==> config.mk <==
export PLATFORM = sky130hd
export DESIGN_NAME = ppafm_top
export DESIGN_NICKNAME = d
export VERILOG_FILES = /design/src/ppafm_pkg.sv /design/src/ppafm_sync_if.sv /design/src/ppafm_sync.sv /design/src/ppafm_top.sv
export VERILOG_INCLUDE_DIRS = /design/src
export SDC_FILE = /design/constraint.sdc
export NUM_CORES = 1
export LEC_CHECK = 0
export BUFFER_PORTS_ARGS = -buffer_cell sky130_fd_sc_hd__buf_2
export CORE_AREA = 2 2 129 131
export CTS_BUF_LIST = sky130_fd_sc_hd__clkbuf_2
export CTS_CLUSTER_SIZE = 16
export DETAILED_ROUTE_END_ITERATION = 10
export DIE_AREA = 0 0 131 133
export PLACE_DENSITY = 0.71
export SYNTH_ARGS = -nofsm -noshare
export SYNTH_HDL_FRONTEND = slang
export SYNTH_HIERARCHICAL = 1
export SYNTH_SLANG_ARGS = --single-unit
==> constraint.sdc <==
create_clock -name aclk -period 1.5 [get_ports aclk]
set_input_delay 0 -clock aclk [delete_from_list [all_inputs] [get_ports aclk]]
set_output_delay 0 -clock aclk [all_outputs]
set_load 0.01 [all_outputs]
==> src/ppafm_consts.svh <==
// Register offsets, field positions and reset values of the port pin block
`ifndef PPAFM_CONSTS_SVH
`define PPAFM_CONSTS_SVH
`define PPAFM_NPINS 18
`define PPAFM_A_LO 0
`define PPAFM_B_LO 4
`define PPAFM_C_LO 6
`define PPAFM_D_LO 10
`define PPAFM_E_LO 12
`define PPAFM_OFS_A_DATA 8'h00
`define PPAFM_OFS_A_DIR 8'h04
`define PPAFM_OFS_B_DATA 8'h08
`define PPAFM_OFS_B_DIR 8'h0c
`define PPAFM_OFS_C_DATA 8'h10
`define PPAFM_OFS_C_DIR 8'h14
`define PPAFM_OFS_D_DATA 8'h18
`define PPAFM_OFS_D_DIR 8'h1c
`define PPAFM_OFS_PULLUP 8'h20
`define PPAFM_OFS_KEYMODE 8'h24
`define PPAFM_OFS_D_CTRL 8'h28
`define PPAFM_OFS_EDGE 8'h2c
`define PPAFM_OFS_E_FUNC 8'h30
`define PPAFM_OFS_E_DATA 8'h34
`define PPAFM_OFS_IRQ_STAT 8'h38
`define PPAFM_OFS_IRQ_CLR 8'h3c
`define PPAFM_OFS_IRQ_EN 8'h40
`define PPAFM_PU_A_BIT 0
`define PPAFM_PU_B_BIT 1
`define PPAFM_PU_C_BIT 2
`define PPAFM_CTRL_TIMER_BIT 0
`define PPAFM_CTRL_INTAN_BIT 1
`define PPAFM_EDGE_RISE_BIT 0
`define PPAFM_EDGE_FALL_BIT 1
`define PPAFM_IRQ_EXT_BIT 0
`define PPAFM_IRQ_KEY_BIT 1
`define PPAFM_RST_ZERO 32'h0000_0000
`define PPAFM_COM_LOW_RST 3'h0
`endif

==> src/ppafm_pkg.sv <==
// Types shared by the port pin block
package ppafm_pkg;
  typedef logic [31:0] ppafm_word_t;
  typedef logic [7:0] ppafm_addr_t;
  typedef enum logic [1:0] {
    PPAFM_OKAY = 2'h0,
    PPAFM_SLVERR = 2'h2
  } ppafm_resp_e;
endpackage

==> src/ppafm_sync_if.sv <==
// Raw pin levels and their synchronised copies
`timescale 1ns/1ps
`include "ppafm_consts.svh"
interface ppafm_sync_if;
  logic [`PPAFM_NPINS-1:0] raw;
  logic [`PPAFM_NPINS-1:0] sync;
  modport src (output raw, input sync);
  modport dst (input raw, output sync);
endinterface

==> src/ppafm_sync.sv <==
// Two-stage synchroniser for all pin inputs
`timescale 1ns/1ps
`include "ppafm_consts.svh"
module ppafm_sync import ppafm_pkg::*; (
  input wire logic aclk,
  input wire logic aresetn,
  ppafm_sync_if.dst pins
);
  logic [`PPAFM_NPINS-1:0] meta_reg;
  logic [`PPAFM_NPINS-1:0] sync_reg;

  // First stage feeds only the second stage
  always_ff @(posedge aclk) begin
    if (!aresetn) begin
      meta_reg <= '0;
      sync_reg <= '0;
    end else begin
      meta_reg <= pins.raw;
      sync_reg <= meta_reg;
    end
  end

  assign pins.sync = sync_reg;
endmodule

==> src/ppafm_top.sv <==
// Port pins with alternate functions, AXI4-Lite register slave
// How it works
// - Port A four pins, per-bit direction
// - Port-wide pull-ups on A, B, C inputs only
// - Port B two pins, per-bit direction
// - Port C per bit: port or key-return input
// - Port C pull-up by pull-up or key register
// - Port D: timer out, interrupt/analog in
// - Interrupt edge: rising, falling or both
// - Port E inputs or reversed LCD segments
// - After reset commons, segments low; flash COM3 high
// - Reset input is active low
`timescale 1ns/1ps
`include "ppafm_consts.svh"
module ppafm_top import ppafm_pkg::*; #(
  parameter bit FLASH_PART = 1'b0
) (
  input wire logic aclk,
  input wire logic aresetn,
  input wire logic [7:0] s_axi_awaddr,
  input wire logic s_axi_awvalid,
  output logic s_axi_awready,
  input wire logic [31:0] s_axi_wdata,
  input wire logic [3:0] s_axi_wstrb,
  input wire logic s_axi_wvalid,
  output logic s_axi_wready,
  output logic [1:0] s_axi_bresp,
  output logic s_axi_bvalid,
  input wire logic s_axi_bready,
  input wire logic [7:0] s_axi_araddr,
  input wire logic s_axi_arvalid,
  output logic s_axi_arready,
  output logic [31:0] s_axi_rdata,
  output logic [1:0] s_axi_rresp,
  output logic s_axi_rvalid,
  input wire logic s_axi_rready,
  input wire logic [3:0] port_a_pins_i,
  output logic [3:0] port_a_pins_o,
  output logic [3:0] port_a_pins_oe,
  output logic [3:0] port_a_pullup,
  input wire logic [1:0] port_b_pins_i,
  output logic [1:0] port_b_pins_o,
  output logic [1:0] port_b_pins_oe,
  output logic [1:0] port_b_pullup,
  input wire logic [3:0] port_c_pins_i,
  output logic [3:0] port_c_pins_o,
  output logic [3:0] port_c_pins_oe,
  output logic [3:0] port_c_pullup,
  output logic [3:0] key_return_inputs,
  input wire logic port_d_pin_zero_i,
  output logic port_d_pin_zero_o,
  output logic port_d_pin_zero_oe,
  input wire logic port_d_pin_one_i,
  output logic port_d_pin_one_o,
  output logic port_d_pin_one_oe,
  input wire logic timer_out,
  output logic ext_interrupt_in,
  output logic analog_in_sel,
  input wire logic [5:0] port_e_input_pins_i,
  output logic [5:0] port_e_input_pins_o,
  output logic [5:0] port_e_input_pins_oe,
  input wire logic [5:0] lcd_segment_shared,
  input wire logic [16:0] lcd_segment_data,
  input wire logic [3:0] lcd_common_data,
  output logic [16:0] lcd_segment_dedicated,
  output logic [3:0] lcd_common_outputs,
  output logic irq
);
  ppafm_sync_if pins_if ();
  logic [3:0] a_lat_reg, a_dir_reg, c_lat_reg, c_dir_reg, key_mode_reg;
  logic [1:0] b_lat_reg, b_dir_reg, d_lat_reg, d_dir_reg, d_ctrl_reg, edge_reg;
  logic [2:0] pullup_reg;
  logic [5:0] e_func_reg;
  logic [1:0] irq_stat_reg, irq_en_reg, irq_stat_next, irq_clr, irq_ev;
  logic [3:0] key_prev_reg;
  logic ext_prev_reg, aw_have_reg, w_have_reg;
  ppafm_addr_t aw_addr_reg;
  logic [7:0] w_data_reg;
  logic w_lane_reg, wr_fire, wr_hit, rd_hit;
  ppafm_word_t rd_word;
  logic [`PPAFM_NPINS-1:0] s;

  // Every pin input is synchronised before use
  assign pins_if.raw = {port_e_input_pins_i, port_d_pin_one_i, port_d_pin_zero_i,
                        port_c_pins_i, port_b_pins_i, port_a_pins_i};
  assign s = pins_if.sync;
  ppafm_sync u_sync (.aclk(aclk), .aresetn(aresetn), .pins(pins_if.dst));

  // Write address and data are taken independently
  always_ff @(posedge aclk) begin
    if (!aresetn) begin
      aw_have_reg <= 1'b0;
      w_have_reg <= 1'b0;
      aw_addr_reg <= '0;
      w_data_reg <= '0;
      w_lane_reg <= 1'b0;
      s_axi_bvalid <= 1'b0;
      s_axi_bresp <= PPAFM_OKAY;
    end else begin
      if (s_axi_awvalid && s_axi_awready) begin
        aw_have_reg <= 1'b1;
        aw_addr_reg <= s_axi_awaddr;
      end
      if (s_axi_wvalid && s_axi_wready) begin
        w_have_reg <= 1'b1;
        w_data_reg <= s_axi_wdata[7:0];
        w_lane_reg <= s_axi_wstrb[0];
      end
      if (wr_fire) begin
        aw_have_reg <= 1'b0;
        w_have_reg <= 1'b0;
        s_axi_bvalid <= 1'b1;
        s_axi_bresp <= wr_hit ? PPAFM_OKAY : PPAFM_SLVERR;
      end else if (s_axi_bready) begin
        s_axi_bvalid <= 1'b0;
      end
    end
  end
  assign s_axi_awready = !aw_have_reg && !s_axi_bvalid;
  assign s_axi_wready = !w_have_reg && !s_axi_bvalid;
  assign wr_fire = aw_have_reg && w_have_reg && !s_axi_bvalid;

  // Address decode of writes
  always_comb begin
    unique case (aw_addr_reg)
      `PPAFM_OFS_A_DATA, `PPAFM_OFS_A_DIR, `PPAFM_OFS_B_DATA, `PPAFM_OFS_B_DIR,
      `PPAFM_OFS_C_DATA, `PPAFM_OFS_C_DIR, `PPAFM_OFS_D_DATA, `PPAFM_OFS_D_DIR,
      `PPAFM_OFS_PULLUP, `PPAFM_OFS_KEYMODE, `PPAFM_OFS_D_CTRL, `PPAFM_OFS_EDGE,
      `PPAFM_OFS_E_FUNC, `PPAFM_OFS_IRQ_CLR, `PPAFM_OFS_IRQ_EN: wr_hit = 1'b1;
      default: wr_hit = 1'b0;
    endcase
  end

  // Control registers; all pins start as inputs in port mode
  always_ff @(posedge aclk) begin
    if (!aresetn) begin
      a_lat_reg <= '0; a_dir_reg <= '0;
      b_lat_reg <= '0; b_dir_reg <= '0;
      c_lat_reg <= '0; c_dir_reg <= '0;
      d_lat_reg <= '0; d_dir_reg <= '0;
      pullup_reg <= '0; key_mode_reg <= '0;
      d_ctrl_reg <= '0; edge_reg <= '0;
      e_func_reg <= '0; irq_en_reg <= '0;
    end else if (wr_fire && w_lane_reg) begin
      unique case (aw_addr_reg)
        `PPAFM_OFS_A_DATA: a_lat_reg <= w_data_reg[3:0];
        `PPAFM_OFS_A_DIR: a_dir_reg <= w_data_reg[3:0];
        `PPAFM_OFS_B_DATA: b_lat_reg <= w_data_reg[1:0];
        `PPAFM_OFS_B_DIR: b_dir_reg <= w_data_reg[1:0];
        `PPAFM_OFS_C_DATA: c_lat_reg <= w_data_reg[3:0];
        `PPAFM_OFS_C_DIR: c_dir_reg <= w_data_reg[3:0];
        `PPAFM_OFS_D_DATA: d_lat_reg <= w_data_reg[1:0];
        `PPAFM_OFS_D_DIR: d_dir_reg <= w_data_reg[1:0];
        `PPAFM_OFS_PULLUP: pullup_reg <= w_data_reg[2:0];
        `PPAFM_OFS_KEYMODE: key_mode_reg <= w_data_reg[3:0];
        `PPAFM_OFS_D_CTRL: d_ctrl_reg <= w_data_reg[1:0];
        `PPAFM_OFS_EDGE: edge_reg <= w_data_reg[1:0];
        `PPAFM_OFS_E_FUNC: e_func_reg <= w_data_reg[5:0];
        `PPAFM_OFS_IRQ_EN: irq_en_reg <= w_data_reg[1:0];
        default: ;
      endcase
    end
  end

  // Read data mux; bits with direction set read the latch, others the pin
  always_comb begin
    rd_word = `PPAFM_RST_ZERO;
    rd_hit = 1'b1;
    unique case (s_axi_araddr)
      `PPAFM_OFS_A_DATA: rd_word[3:0] = (a_dir_reg & a_lat_reg) |
                                        (~a_dir_reg & s[`PPAFM_A_LO +: 4]);
      `PPAFM_OFS_A_DIR: rd_word[3:0] = a_dir_reg;
      `PPAFM_OFS_B_DATA: rd_word[1:0] = (b_dir_reg & b_lat_reg) |
                                        (~b_dir_reg & s[`PPAFM_B_LO +: 2]);
      `PPAFM_OFS_B_DIR: rd_word[1:0] = b_dir_reg;
      `PPAFM_OFS_C_DATA: rd_word[3:0] = (c_dir_reg & c_lat_reg) |
                                        (~c_dir_reg & s[`PPAFM_C_LO +: 4]);
      `PPAFM_OFS_C_DIR: rd_word[3:0] = c_dir_reg;
      `PPAFM_OFS_D_DATA: rd_word[1:0] = (d_dir_reg & d_lat_reg) |
                                        (~d_dir_reg & s[`PPAFM_D_LO +: 2]);
      `PPAFM_OFS_D_DIR: rd_word[1:0] = d_dir_reg;
      `PPAFM_OFS_PULLUP: rd_word[2:0] = pullup_reg;
      `PPAFM_OFS_KEYMODE: rd_word[3:0] = key_mode_reg;
      `PPAFM_OFS_D_CTRL: rd_word[1:0] = d_ctrl_reg;
      `PPAFM_OFS_EDGE: rd_word[1:0] = edge_reg;
      `PPAFM_OFS_E_FUNC: rd_word[5:0] = e_func_reg;
      `PPAFM_OFS_E_DATA: rd_word[5:0] = s[`PPAFM_E_LO +: 6];
      `PPAFM_OFS_IRQ_STAT: rd_word[1:0] = irq_stat_reg;
      `PPAFM_OFS_IRQ_CLR: rd_word[1:0] = 2'h0;
      `PPAFM_OFS_IRQ_EN: rd_word[1:0] = irq_en_reg;
      default: rd_hit = 1'b0;
    endcase
  end

  // Read channel: one read in flight, answered the cycle after address
  always_ff @(posedge aclk) begin
    if (!aresetn) begin
      s_axi_rvalid <= 1'b0;
      s_axi_rdata <= `PPAFM_RST_ZERO;
      s_axi_rresp <= PPAFM_OKAY;
    end else if (s_axi_arvalid && s_axi_arready) begin
      s_axi_rvalid <= 1'b1;
      s_axi_rdata <= rd_word;
      s_axi_rresp <= rd_hit ? PPAFM_OKAY : PPAFM_SLVERR;
    end else if (s_axi_rready) begin
      s_axi_rvalid <= 1'b0;
    end
  end
  assign s_axi_arready = !s_axi_rvalid;

  // Edge and key-return event detection on synchronised levels
  always_comb begin
    irq_ev[`PPAFM_IRQ_EXT_BIT] = d_ctrl_reg[`PPAFM_CTRL_INTAN_BIT] &&
      ((edge_reg[`PPAFM_EDGE_RISE_BIT] && s[`PPAFM_D_LO+1] && !ext_prev_reg) ||
       (edge_reg[`PPAFM_EDGE_FALL_BIT] && !s[`PPAFM_D_LO+1] && ext_prev_reg));
    irq_ev[`PPAFM_IRQ_KEY_BIT] = |(key_mode_reg & key_prev_reg & ~s[`PPAFM_C_LO +: 4]);
    irq_clr = (wr_fire && w_lane_reg && aw_addr_reg == `PPAFM_OFS_IRQ_CLR) ?
              w_data_reg[1:0] : 2'h0;
    irq_stat_next = (irq_stat_reg & ~irq_clr) | irq_ev; // Set wins over clear
  end

  // Sticky status and interrupt output
  always_ff @(posedge aclk) begin
    if (!aresetn) begin
      ext_prev_reg <= 1'b0;
      key_prev_reg <= '0;
      irq_stat_reg <= '0;
      irq <= 1'b0;
    end else begin
      ext_prev_reg <= s[`PPAFM_D_LO+1];
      key_prev_reg <= s[`PPAFM_C_LO +: 4];
      irq_stat_reg <= irq_stat_next;
      irq <= |(irq_stat_next & irq_en_reg);
    end
  end

  // Pin drivers, pull-ups and alternate-function muxing
  always_ff @(posedge aclk) begin
    if (!aresetn) begin
      port_a_pins_o <= '0; port_a_pins_oe <= '0; port_a_pullup <= '0;
      port_b_pins_o <= '0; port_b_pins_oe <= '0; port_b_pullup <= '0;
      port_c_pins_o <= '0; port_c_pins_oe <= '0; port_c_pullup <= '0;
      key_return_inputs <= '0;
      port_d_pin_zero_o <= 1'b0; port_d_pin_zero_oe <= 1'b0;
      port_d_pin_one_o <= 1'b0; port_d_pin_one_oe <= 1'b0;
      ext_interrupt_in <= 1'b0; analog_in_sel <= 1'b0;
      port_e_input_pins_o <= '0; port_e_input_pins_oe <= '0;
    end else begin
      port_a_pins_o <= a_lat_reg;
      port_a_pins_oe <= a_dir_reg;
      port_a_pullup <= {4{pullup_reg[`PPAFM_PU_A_BIT]}} & ~a_dir_reg;
      port_b_pins_o <= b_lat_reg;
      port_b_pins_oe <= b_dir_reg;
      port_b_pullup <= {2{pullup_reg[`PPAFM_PU_B_BIT]}} & ~b_dir_reg;
      port_c_pins_o <= c_lat_reg;
      port_c_pins_oe <= c_dir_reg & ~key_mode_reg;
      port_c_pullup <= {4{pullup_reg[`PPAFM_PU_C_BIT] | (|key_mode_reg)}} &
                       ~(c_dir_reg & ~key_mode_reg);
      key_return_inputs <= key_mode_reg & s[`PPAFM_C_LO +: 4];
      port_d_pin_zero_o <= d_ctrl_reg[`PPAFM_CTRL_TIMER_BIT] ? timer_out : d_lat_reg[0];
      port_d_pin_zero_oe <= d_ctrl_reg[`PPAFM_CTRL_TIMER_BIT] | d_dir_reg[0];
      port_d_pin_one_o <= d_lat_reg[1];
      port_d_pin_one_oe <= !d_ctrl_reg[`PPAFM_CTRL_INTAN_BIT] && d_dir_reg[1];
      ext_interrupt_in <= d_ctrl_reg[`PPAFM_CTRL_INTAN_BIT] && s[`PPAFM_D_LO+1];
      analog_in_sel <= d_ctrl_reg[`PPAFM_CTRL_INTAN_BIT];
      for (int k = 0; k < 6; k++) begin
        port_e_input_pins_o[k] <= lcd_segment_shared[5-k];
      end
      port_e_input_pins_oe <= e_func_reg;
    end
  end

  // LCD dedicated outputs; fourth common resets by part type
  always_ff @(posedge aclk) begin
    if (!aresetn) begin
      lcd_segment_dedicated <= '0;
      lcd_common_outputs <= {FLASH_PART, `PPAFM_COM_LOW_RST};
    end else begin
      lcd_segment_dedicated <= lcd_segment_data;
      lcd_common_outputs <= lcd_common_data;
    end
  end

  // Checks of pin behaviour
  AST_RESET_INPUTS: assert property (@(posedge aclk) $rose(aresetn) |->
    (port_a_pins_oe == 4'h0 && port_b_pins_oe == 2'h0 && port_c_pins_oe == 4'h0 &&
     !port_d_pin_zero_oe && !port_d_pin_one_oe && port_e_input_pins_oe == 6'h00))
    else $error("Pin driving right after reset");
  AST_RESET_LCD: assert property (@(posedge aclk) $rose(aresetn) |->
    (lcd_segment_dedicated == 17'h00000 && lcd_common_outputs == {FLASH_PART, 3'h0}))
    else $error("LCD outputs wrong after reset");
  AST_A_DIR: assert property (@(posedge aclk) disable iff (!aresetn)
    $past(aresetn) |-> port_a_pins_oe == $past(a_dir_reg))
    else $error("Port A enable does not follow direction");
  AST_B_DIR: assert property (@(posedge aclk) disable iff (!aresetn)
    $past(aresetn) |-> port_b_pins_oe == $past(b_dir_reg))
    else $error("Port B enable does not follow direction");
  AST_A_PULL: assert property (@(posedge aclk) disable iff (!aresetn)
    $past(aresetn) |-> port_a_pullup == ({4{$past(pullup_reg[0])}} & ~$past(a_dir_reg)))
    else $error("Port A pull-up wrong");
  AST_C_KEY: assert property (@(posedge aclk) disable iff (!aresetn)
    key_mode_reg != 4'h0 |=> (port_c_pins_oe & $past(key_mode_reg)) == 4'h0)
    else $error("Key-return pin driven");
  AST_C_PULL: assert property (@(posedge aclk) disable iff (!aresetn)
    (key_mode_reg != 4'h0 && c_dir_reg == 4'h0) |=> port_c_pullup == 4'hf)
    else $error("Port C pull-up missing in key mode");
  AST_TIMER: assert property (@(posedge aclk) disable iff (!aresetn)
    d_ctrl_reg[0] |=> (port_d_pin_zero_oe && port_d_pin_zero_o == $past(timer_out)))
    else $error("Timer output not on pin");
  AST_EDGE: assert property (@(posedge aclk) disable iff (!aresetn)
    (d_ctrl_reg[1] && edge_reg == 2'h1 && s[11] && !ext_prev_reg) |=> irq_stat_reg[0])
    else $error("Rising edge not captured");
  AST_SEG: assert property (@(posedge aclk) disable iff (!aresetn)
    e_func_reg[0] |=> (port_e_input_pins_oe[0] &&
                       port_e_input_pins_o[0] == $past(lcd_segment_shared[5])))
    else $error("Segment order wrong");
  AST_RESET_LOW: assert property (@(posedge aclk) !aresetn |=> !irq)
    else $error("Interrupt high after reset");
  COV_EXT: cover property (@(posedge aclk) disable iff (!aresetn) irq_ev[0]);
  COV_KEY: cover property (@(posedge aclk) disable iff (!aresetn) irq_ev[1]);
  COV_IRQ: cover property (@(posedge aclk) disable iff (!aresetn) $rose(irq));
  COV_WR: cover property (@(posedge aclk) disable iff (!aresetn) wr_fire && wr_hit);
endmodule

==> results of run 1 <==
-- routing by layer --
layer / share of wire / wire length (um) / vias up / track usage
met5: 0 / 0 / - / 0
met4: 0.023 / 469 / 0 / 0.0975
met3: 0.072 / 1500 / 36 / 0.0538
met2: 0.49 / 10200 / 238 / 0.409
met1: 0.41 / 8570 / 2954 / 0.294
li1: - / - / 3102 / -
-- synth_stat cells (3+ instances only) --
cell        n
and4bb_2    3
a31oi_1     3
nor4_1      3
a22oi_1     9
nor4b_2     3
a21oi_1    12
inv_1       7
buf_4      28
o21ai_0    16
nand2b_1    4
o21a_1      3
and3_1      9
dfxtp_1   187
nand4b_1    4
clkbuf_2    3
a211oi_1    3
mux2i_1    34
nand4_1     3
buf_2      11
nor3_1      8
nor2b_1    38
nand3b_1    6
mux2_2     10
nand2_1    74
nor2_1     19
and2_1     59
and2_2     36
nand3_1    27
a21boi_0   33
clkbuf_1   25
-- repair_timing --
| action | CTS | global route |
|---|---|---|
| setup endpoints to repair | 44 | 52 |
| buffers inserted | 1 | 3 |
| resized for setup | 19 | 40 |
| hold endpoints to repair | 187 | 0 |
| pin swaps | 4 | 7 |
| hold buffers | 186 | 0 |
| gates cloned | 0 | 1 |
-- how the worst max path moves through the flow --
stage                                   start                         end  slack (ps)  cells past startpoint
global placement    s_axi_bvalid$_SDFFE_PN0P_   c_dir_reg[1]$_SDFFE_PN0P_         -90                      6
detailed placement  s_axi_bvalid$_SDFFE_PN0P_   c_lat_reg[2]$_SDFFE_PN0P_        -130                      6
global route         aw_have_reg$_SDFFE_PP0P_  pullup_reg[2]$_SDFFE_PN0P_        -240                      6
finish               aw_have_reg$_SDFFE_PP0P_   c_lat_reg[2]$_SDFFE_PN0P_        -120                      7
CTS                 s_axi_bvalid$_SDFFE_PN0P_   c_lat_reg[2]$_SDFFE_PN0P_        -140                      6
floorplan           s_axi_bvalid$_SDFFE_PN0P_  e_func_reg[0]$_SDFFE_PN0P_         -80                      5
-- critical path, cell delays in order (launching register included) --
cell and delay (ps):
dfxtp_2 400, nand4b_1 180, nor4b_4 250, buf_4 180, buf_4 120, nand4b_4 170, mux2i_1 200, nor2b_1 60
-- where the power goes --
part           internal (mW)  total [mW]  switching [mW]
Clock                  0.641        2.37            1.73
Combinational          0.680        1.16           0.482
Sequential              5.12        5.20          0.0822
-- through the flow --
step           hold WS (ps)   util  power [mW]  setup slack (ps)  cells
2_1_floorplan           127      -        5.73             -77.0    733
3_3_place_gp            206  0.517        6.00             -91.7   1106
3_5_place_dp            209  0.517        6.01              -134   1106
4_1_cts               0.731  0.650        8.72              -136   1325
5_1_grt                34.7  0.657        9.14              -245   1328
6_report               51.3  0.657        8.73              -122   1328
-- area by class of cell --
cell class                      count  area [um^2]  area share
Multi-Input combinational cell    472         3150       0.296
Clock buffer                       20          100     0.00942
Clock inverter                     12          115      0.0108
Timing Repair Buffer              409         3200       0.301
Antenna cell                        1         2.50    0.000235
Inverter                            7         28.8     0.00271
Sequential cell                   187         3760       0.354
Tap cell                          220          275      0.0259
-- cell usage in the layout (no fill, tap or decap), types with 4 or more instances in the layout --
cell type      instances
and2_1                59
a21boi_0              16
conb_1                28
nand3b_1               6
nand2b_1               4
mux2i_1               34
nand3_2                6
nand3_1               21
nand4b_1               4
dfxtp_2               11
clkbuf_2              20
and3_1                 9
buf_2                158
dlygate4sd3_1        185
nand2_2                4
inv_1                  6
mux2_2                10
inv_6                  4
and2_2                36
nor2b_1               38
a21boi_1              16
nor2_1                17
nor3_1                 8
buf_6                  6
o21ai_0               16
nand2_1               69
a21oi_1               12
dfxtp_1              176
a22oi_1                7
buf_4                 57
-- logic make-up after synthesis --
| kind of cell | share of synthesized area |
|---|---|
| other cells | 0.000530 |
| compound gates | 0.0895 |
| flops | 0.529 |
| simple gates | 0.254 |
| mux | 0.0704 |
| buf+inv | 0.0566 |
==> metrics.txt, run 1 <==
register area share after synthesis=0.529; area leader, netlist=dfxtp_1; num ports=220; antenna violations before repair=1; Unique masters post-synth=52; Final Setup Violations=24; Post-Synthesis Cell Area=7080 um^2; final layout net count=1199; GRT overflow=0; Slew HR=0.641; vias in the first global route=6409; die area=17400 um^2; final setup margin=-122 ps; Fillers=1259; Yosys top cell area share=0.529; Setup TNS Final=-1300 ps; total global routing track utilization=0.241; max-slew violations=0; Clock transition at path regs=260 ps; Syn Inst Count=706; cell leakage power=4.84 nW; port bufs=162; first-pass GRT wire length=32200 um; Hold Crit Endpoint=aw_addr_reg[0]$_SDFFE_PN0P_; number of flops mapped to enable cells by yosys=0; Final Instance Area=10600 um^2; R2R Path End=c_lat_reg[2]$_SDFFE_PN0P_; DRC Markers=0; die height=133 um; CP Class=reg -> reg; Worst EP arrival=2300 ps; ratio of total power to cell area=822 nW/um^2; MaxCap Viol Count=0; TritonCTS Buffers=17; Starting Density=0.438; GPL Wtd Cong=0.910; drt pass-1 iters=4; Max Root-Sink Buffers=2; area growth from synthesis to layout=50.2%; fmax=617 MHz; largest net degree at the start of global routing=76; Mean Syn Cell Area=10.0 um^2; TritonCTS clock tree=built; share of cells above drive strength 1=0.312; top cells by area, synth=dfxtp_1 (53%), and2_1 (5.2%), mux2i_1 (4.8%); hold crit path type=in -> reg; ANT nets after route=0; CTS root buffer=clkbuf_2; Peak VDD IR=0.000408 V; Die Span X=131 um; Cell Area, Placed=8360 um^2; WP data required=2170 ps; Synth Flop Type=dfxtp_1; pin slew with the least headroom to its limit=534 ps; 1st-iter DRT viols=371; H-Tree Depth=4; fin crit period=1620 ps; WL/cell=15.6 um; core area=16200 um^2; crit path launch type=flop; critical path peak fanout=5; Reg2Reg Setup Slack=-120 ps; failing checks=setup timing; clk_lat worst skew=750 ps; ys async rst share=0; skew final=34.2 ps; Sink Count=187; ratio of final minimum period to clock period=1.08; hold path startpoint=s_axi_awaddr[0]; worst r2r src=aw_have_reg$_SDFFE_PP0P_; Hold Crit Depth=4; R2R depth=7; Post-Route WL=20800 um; Site Rows=47; YS warnings=6; endpoints failing hold=0; status=finished, violations left; CP endpoint kind=flop; synthesized flop and latch total=187; drt via density=4.77; DP HPWL=12600 um; DR vias=6330; RSZ-0062 raised after global routing=yes
No activity file was read; power rests on OpenSTA's default activity.
==> inputs of run 2 (changes only) <==
--- a/config.mk
+++ b/config.mk
@@ -8,7 +8,6 @@
 export LEC_CHECK = 0
 export BUFFER_PORTS_ARGS = -buffer_cell sky130_fd_sc_hd__buf_2
 export CORE_AREA = 2 2 129 131
-export CTS_BUF_LIST = sky130_fd_sc_hd__clkbuf_2
 export CTS_CLUSTER_SIZE = 16
 export DETAILED_ROUTE_END_ITERATION = 10
 export DIE_AREA = 0 0 131 133
==> run 2 against run 1 <==
Compared with the run above:
- the flow still finishes with violations (setup timing)
- highest routed layer unchanged
- flip-flop and latch count did not move
- via count fell by 7.5%
- design area fell by 7.4%
- global-route usage fell by 3.1 points
- sequential power barely moved
- register-to-register slack got worse by 30 ps
- utilization fell by 4.9 points
- power rose by 18%
- clock-buffer cell count rose by 1
- combinational power fell by 23%
- hold slack got worse by 22 ps
==> metrics.txt, run 2 (synthesis results as in run 1) <==
commonest non-fill, non-tap cell in the layout=dfxtp_1; highest-delay cell along the critical path=dfxtp_2; drt pass-1 iters=5; fmax=606 MHz; CP endpoint kind=flop; drt via density=4.84; GPL Wtd Cong=0.910; ANT nets after route=0; critical path, cell by cell=nand4b_1 -> nor4b_4 -> buf_4 -> buf_4 -> nand3_2 -> buf_6 -> mux2i_1 -> nor2b_1; Reg area=3750 um^2; WL/cell=15.3 um; MaxCap Viol Count=0; die height=133 um; Clock transition at path regs=70 ps; CP most frequent cell=buf_4; kind of cell adding the most delay to the critical path=simple AND/OR/NAND/NOR gates; Slew HR=0.651; CP Class=reg -> reg; Placed Cells incl. Taps=1106; WP data required=1820 ps; failing checks=setup timing; DR vias=5858; fin crit period=1650 ps; critical path peak fanout=5; H-Tree Depth=4; Antenna Cells=0; status=finished, violations left; area growth from synthesis to layout=39.1%; Max Root-Sink Buffers=2; Layout Cells excl Fill=1210; WHS=29.2 ps; die area=17400 um^2; core area=16200 um^2; power consumption=10.3 mW; Peak VDD IR=0.000786 V; 1st-iter DRT viols=381; CP startpoint=s_axi_bvalid$_SDFFE_PN0P_; Fillers=1330; crit path launch type=flop; cell leakage power=4.39 nW; worst r2r src=s_axi_bvalid$_SDFFE_PN0P_; share of cells above drive strength 1=0.358; DRC Markers=0; ratio of total power to cell area=1050 nW/um^2; skew final=8.35 ps; TritonCTS Buffers=17; clk_lat worst skew=430 ps; Multi-input gate area=3250 um^2; antenna violations before repair=0; CP bufs+invs=3; Die Span X=131 um; max-slew violations=0; DP HPWL=12600 um; largest net degree at the start of global routing=76; commonest cells after routing, fill and taps aside=dfxtp_1 (182), buf_2 (161), dlygate4sd3_1 (68), and2_1 (59), buf_4 (58); Final Setup Violations=44; endpoints failing hold=0; hold path startpoint=s_axi_araddr[7]; hold crit path type=in -> reg; total global routing track utilization=0.211; Starting Density=0.438; CTS root buffer=clkbuf_16; final setup margin=-149 ps; vias in the first global route=5611; num ports=220; ratio of final minimum period to clock period=1.10; Site Rows=47; Post-Route WL=18500 um; TritonCTS clock tree=built; final layout net count=1082; Worst EP arrival=1960 ps; RSZ-0062 raised after global routing=yes; first-pass GRT wire length=28200 um; port bufs=162; GRT overflow=0; Sink Count=187; pin slew with the least headroom to its limit=518 ps; slowest stage delay, CP=310 ps
-- run 2: cell count changes in the layout (fill, tap and decap cells not counted), moves of 4 or more --
| cell | previous run | this run |
|---|---|---|
| buf_6 | 6 | 2 |
| clkbuf_16 | 1 | 17 |
| clkbuf_2 | 20 | 0 |
| dfxtp_1 | 176 | 182 |
| dfxtp_2 | 11 | 5 |
| dlygate4sd3_1 | 185 | 68 |
| nand2_1 | 69 | 56 |
| nand2_2 | 4 | 14 |
-- run 2: metal layers --
layer / up-vias / global-route usage / share of wire
li1: 2874 / - / -
met2: 225 / 0.349 / 0.48
met3: 28 / 0.0497 / 0.067
met1: 2731 / 0.265 / 0.43
met4: 0 / 0.0792 / 0.021
met5: - / 0 / 0
-- run 2: stage by stage --
stage          setup slack (ps)  setup TNS (ps)  instance area, um^2  utilization
3_5_place_dp               -134           -2990                 8360        0.517
2_1_floorplan             -77.0            -982                 7190            -
6_report                   -149           -3000                 9840        0.609
4_1_cts                    -145           -2920                 9710        0.601
5_1_grt                    -252           -6220                 9840        0.609
3_3_place_gp              -91.7           -1780                 8360        0.517
-- run 2: path summary, 6_finish.rpt --
| check | end | slack [ps] | cells after the start |
|---|---|---|---|
| max | a_lat_reg[2]$_SDFFE_PN0P_ | -150 | 8 |
| min reg2reg | u_sync/pins.sync[17]$_SDFF_PN0_ | 450 | 1 |
| max reg2reg | a_lat_reg[2]$_SDFFE_PN0P_ | -150 | 8 |
| min | s_axi_rdata[2]$_SDFFE_PN0P_ | 30 | 4 |
-- run 2: worst register-to-register path, cell delays in order (launching register included) --
cell,delay (ps)
dfxtp_2,310
nand4b_1,260
nor4b_4,260
buf_4,180
buf_4,110
nand3_2,60
buf_6,150
mux2i_1,150
nor2b_1,60
-- run 2: where the power goes --
part           switching, mW  internal [mW]
combinational          0.424          0.469
clock                   1.92           2.36
sequential            0.0808           5.09
-- run 2: layout make-up --
type,count,share of cell area
multi-input cells,473,0.330
flip-flops and latches,187,0.381
clock buffers,21,0.0458
repair buffers,291,0.201
well taps,220,0.0280
clock inverters,11,0.0113
inverters,7,0.00267
-- run 2: what timing repair did --
item / 4_1_cts / 5_1_grt
endpoints found under the setup margin: 43 / 48
pin swaps: 6 / 25
hold endpoints to repair: 68 / 0
setup buffers: 3 / 1
cloned: 1 / 1
hold buffers: 68 / 0
gates resized for setup: 24 / 49
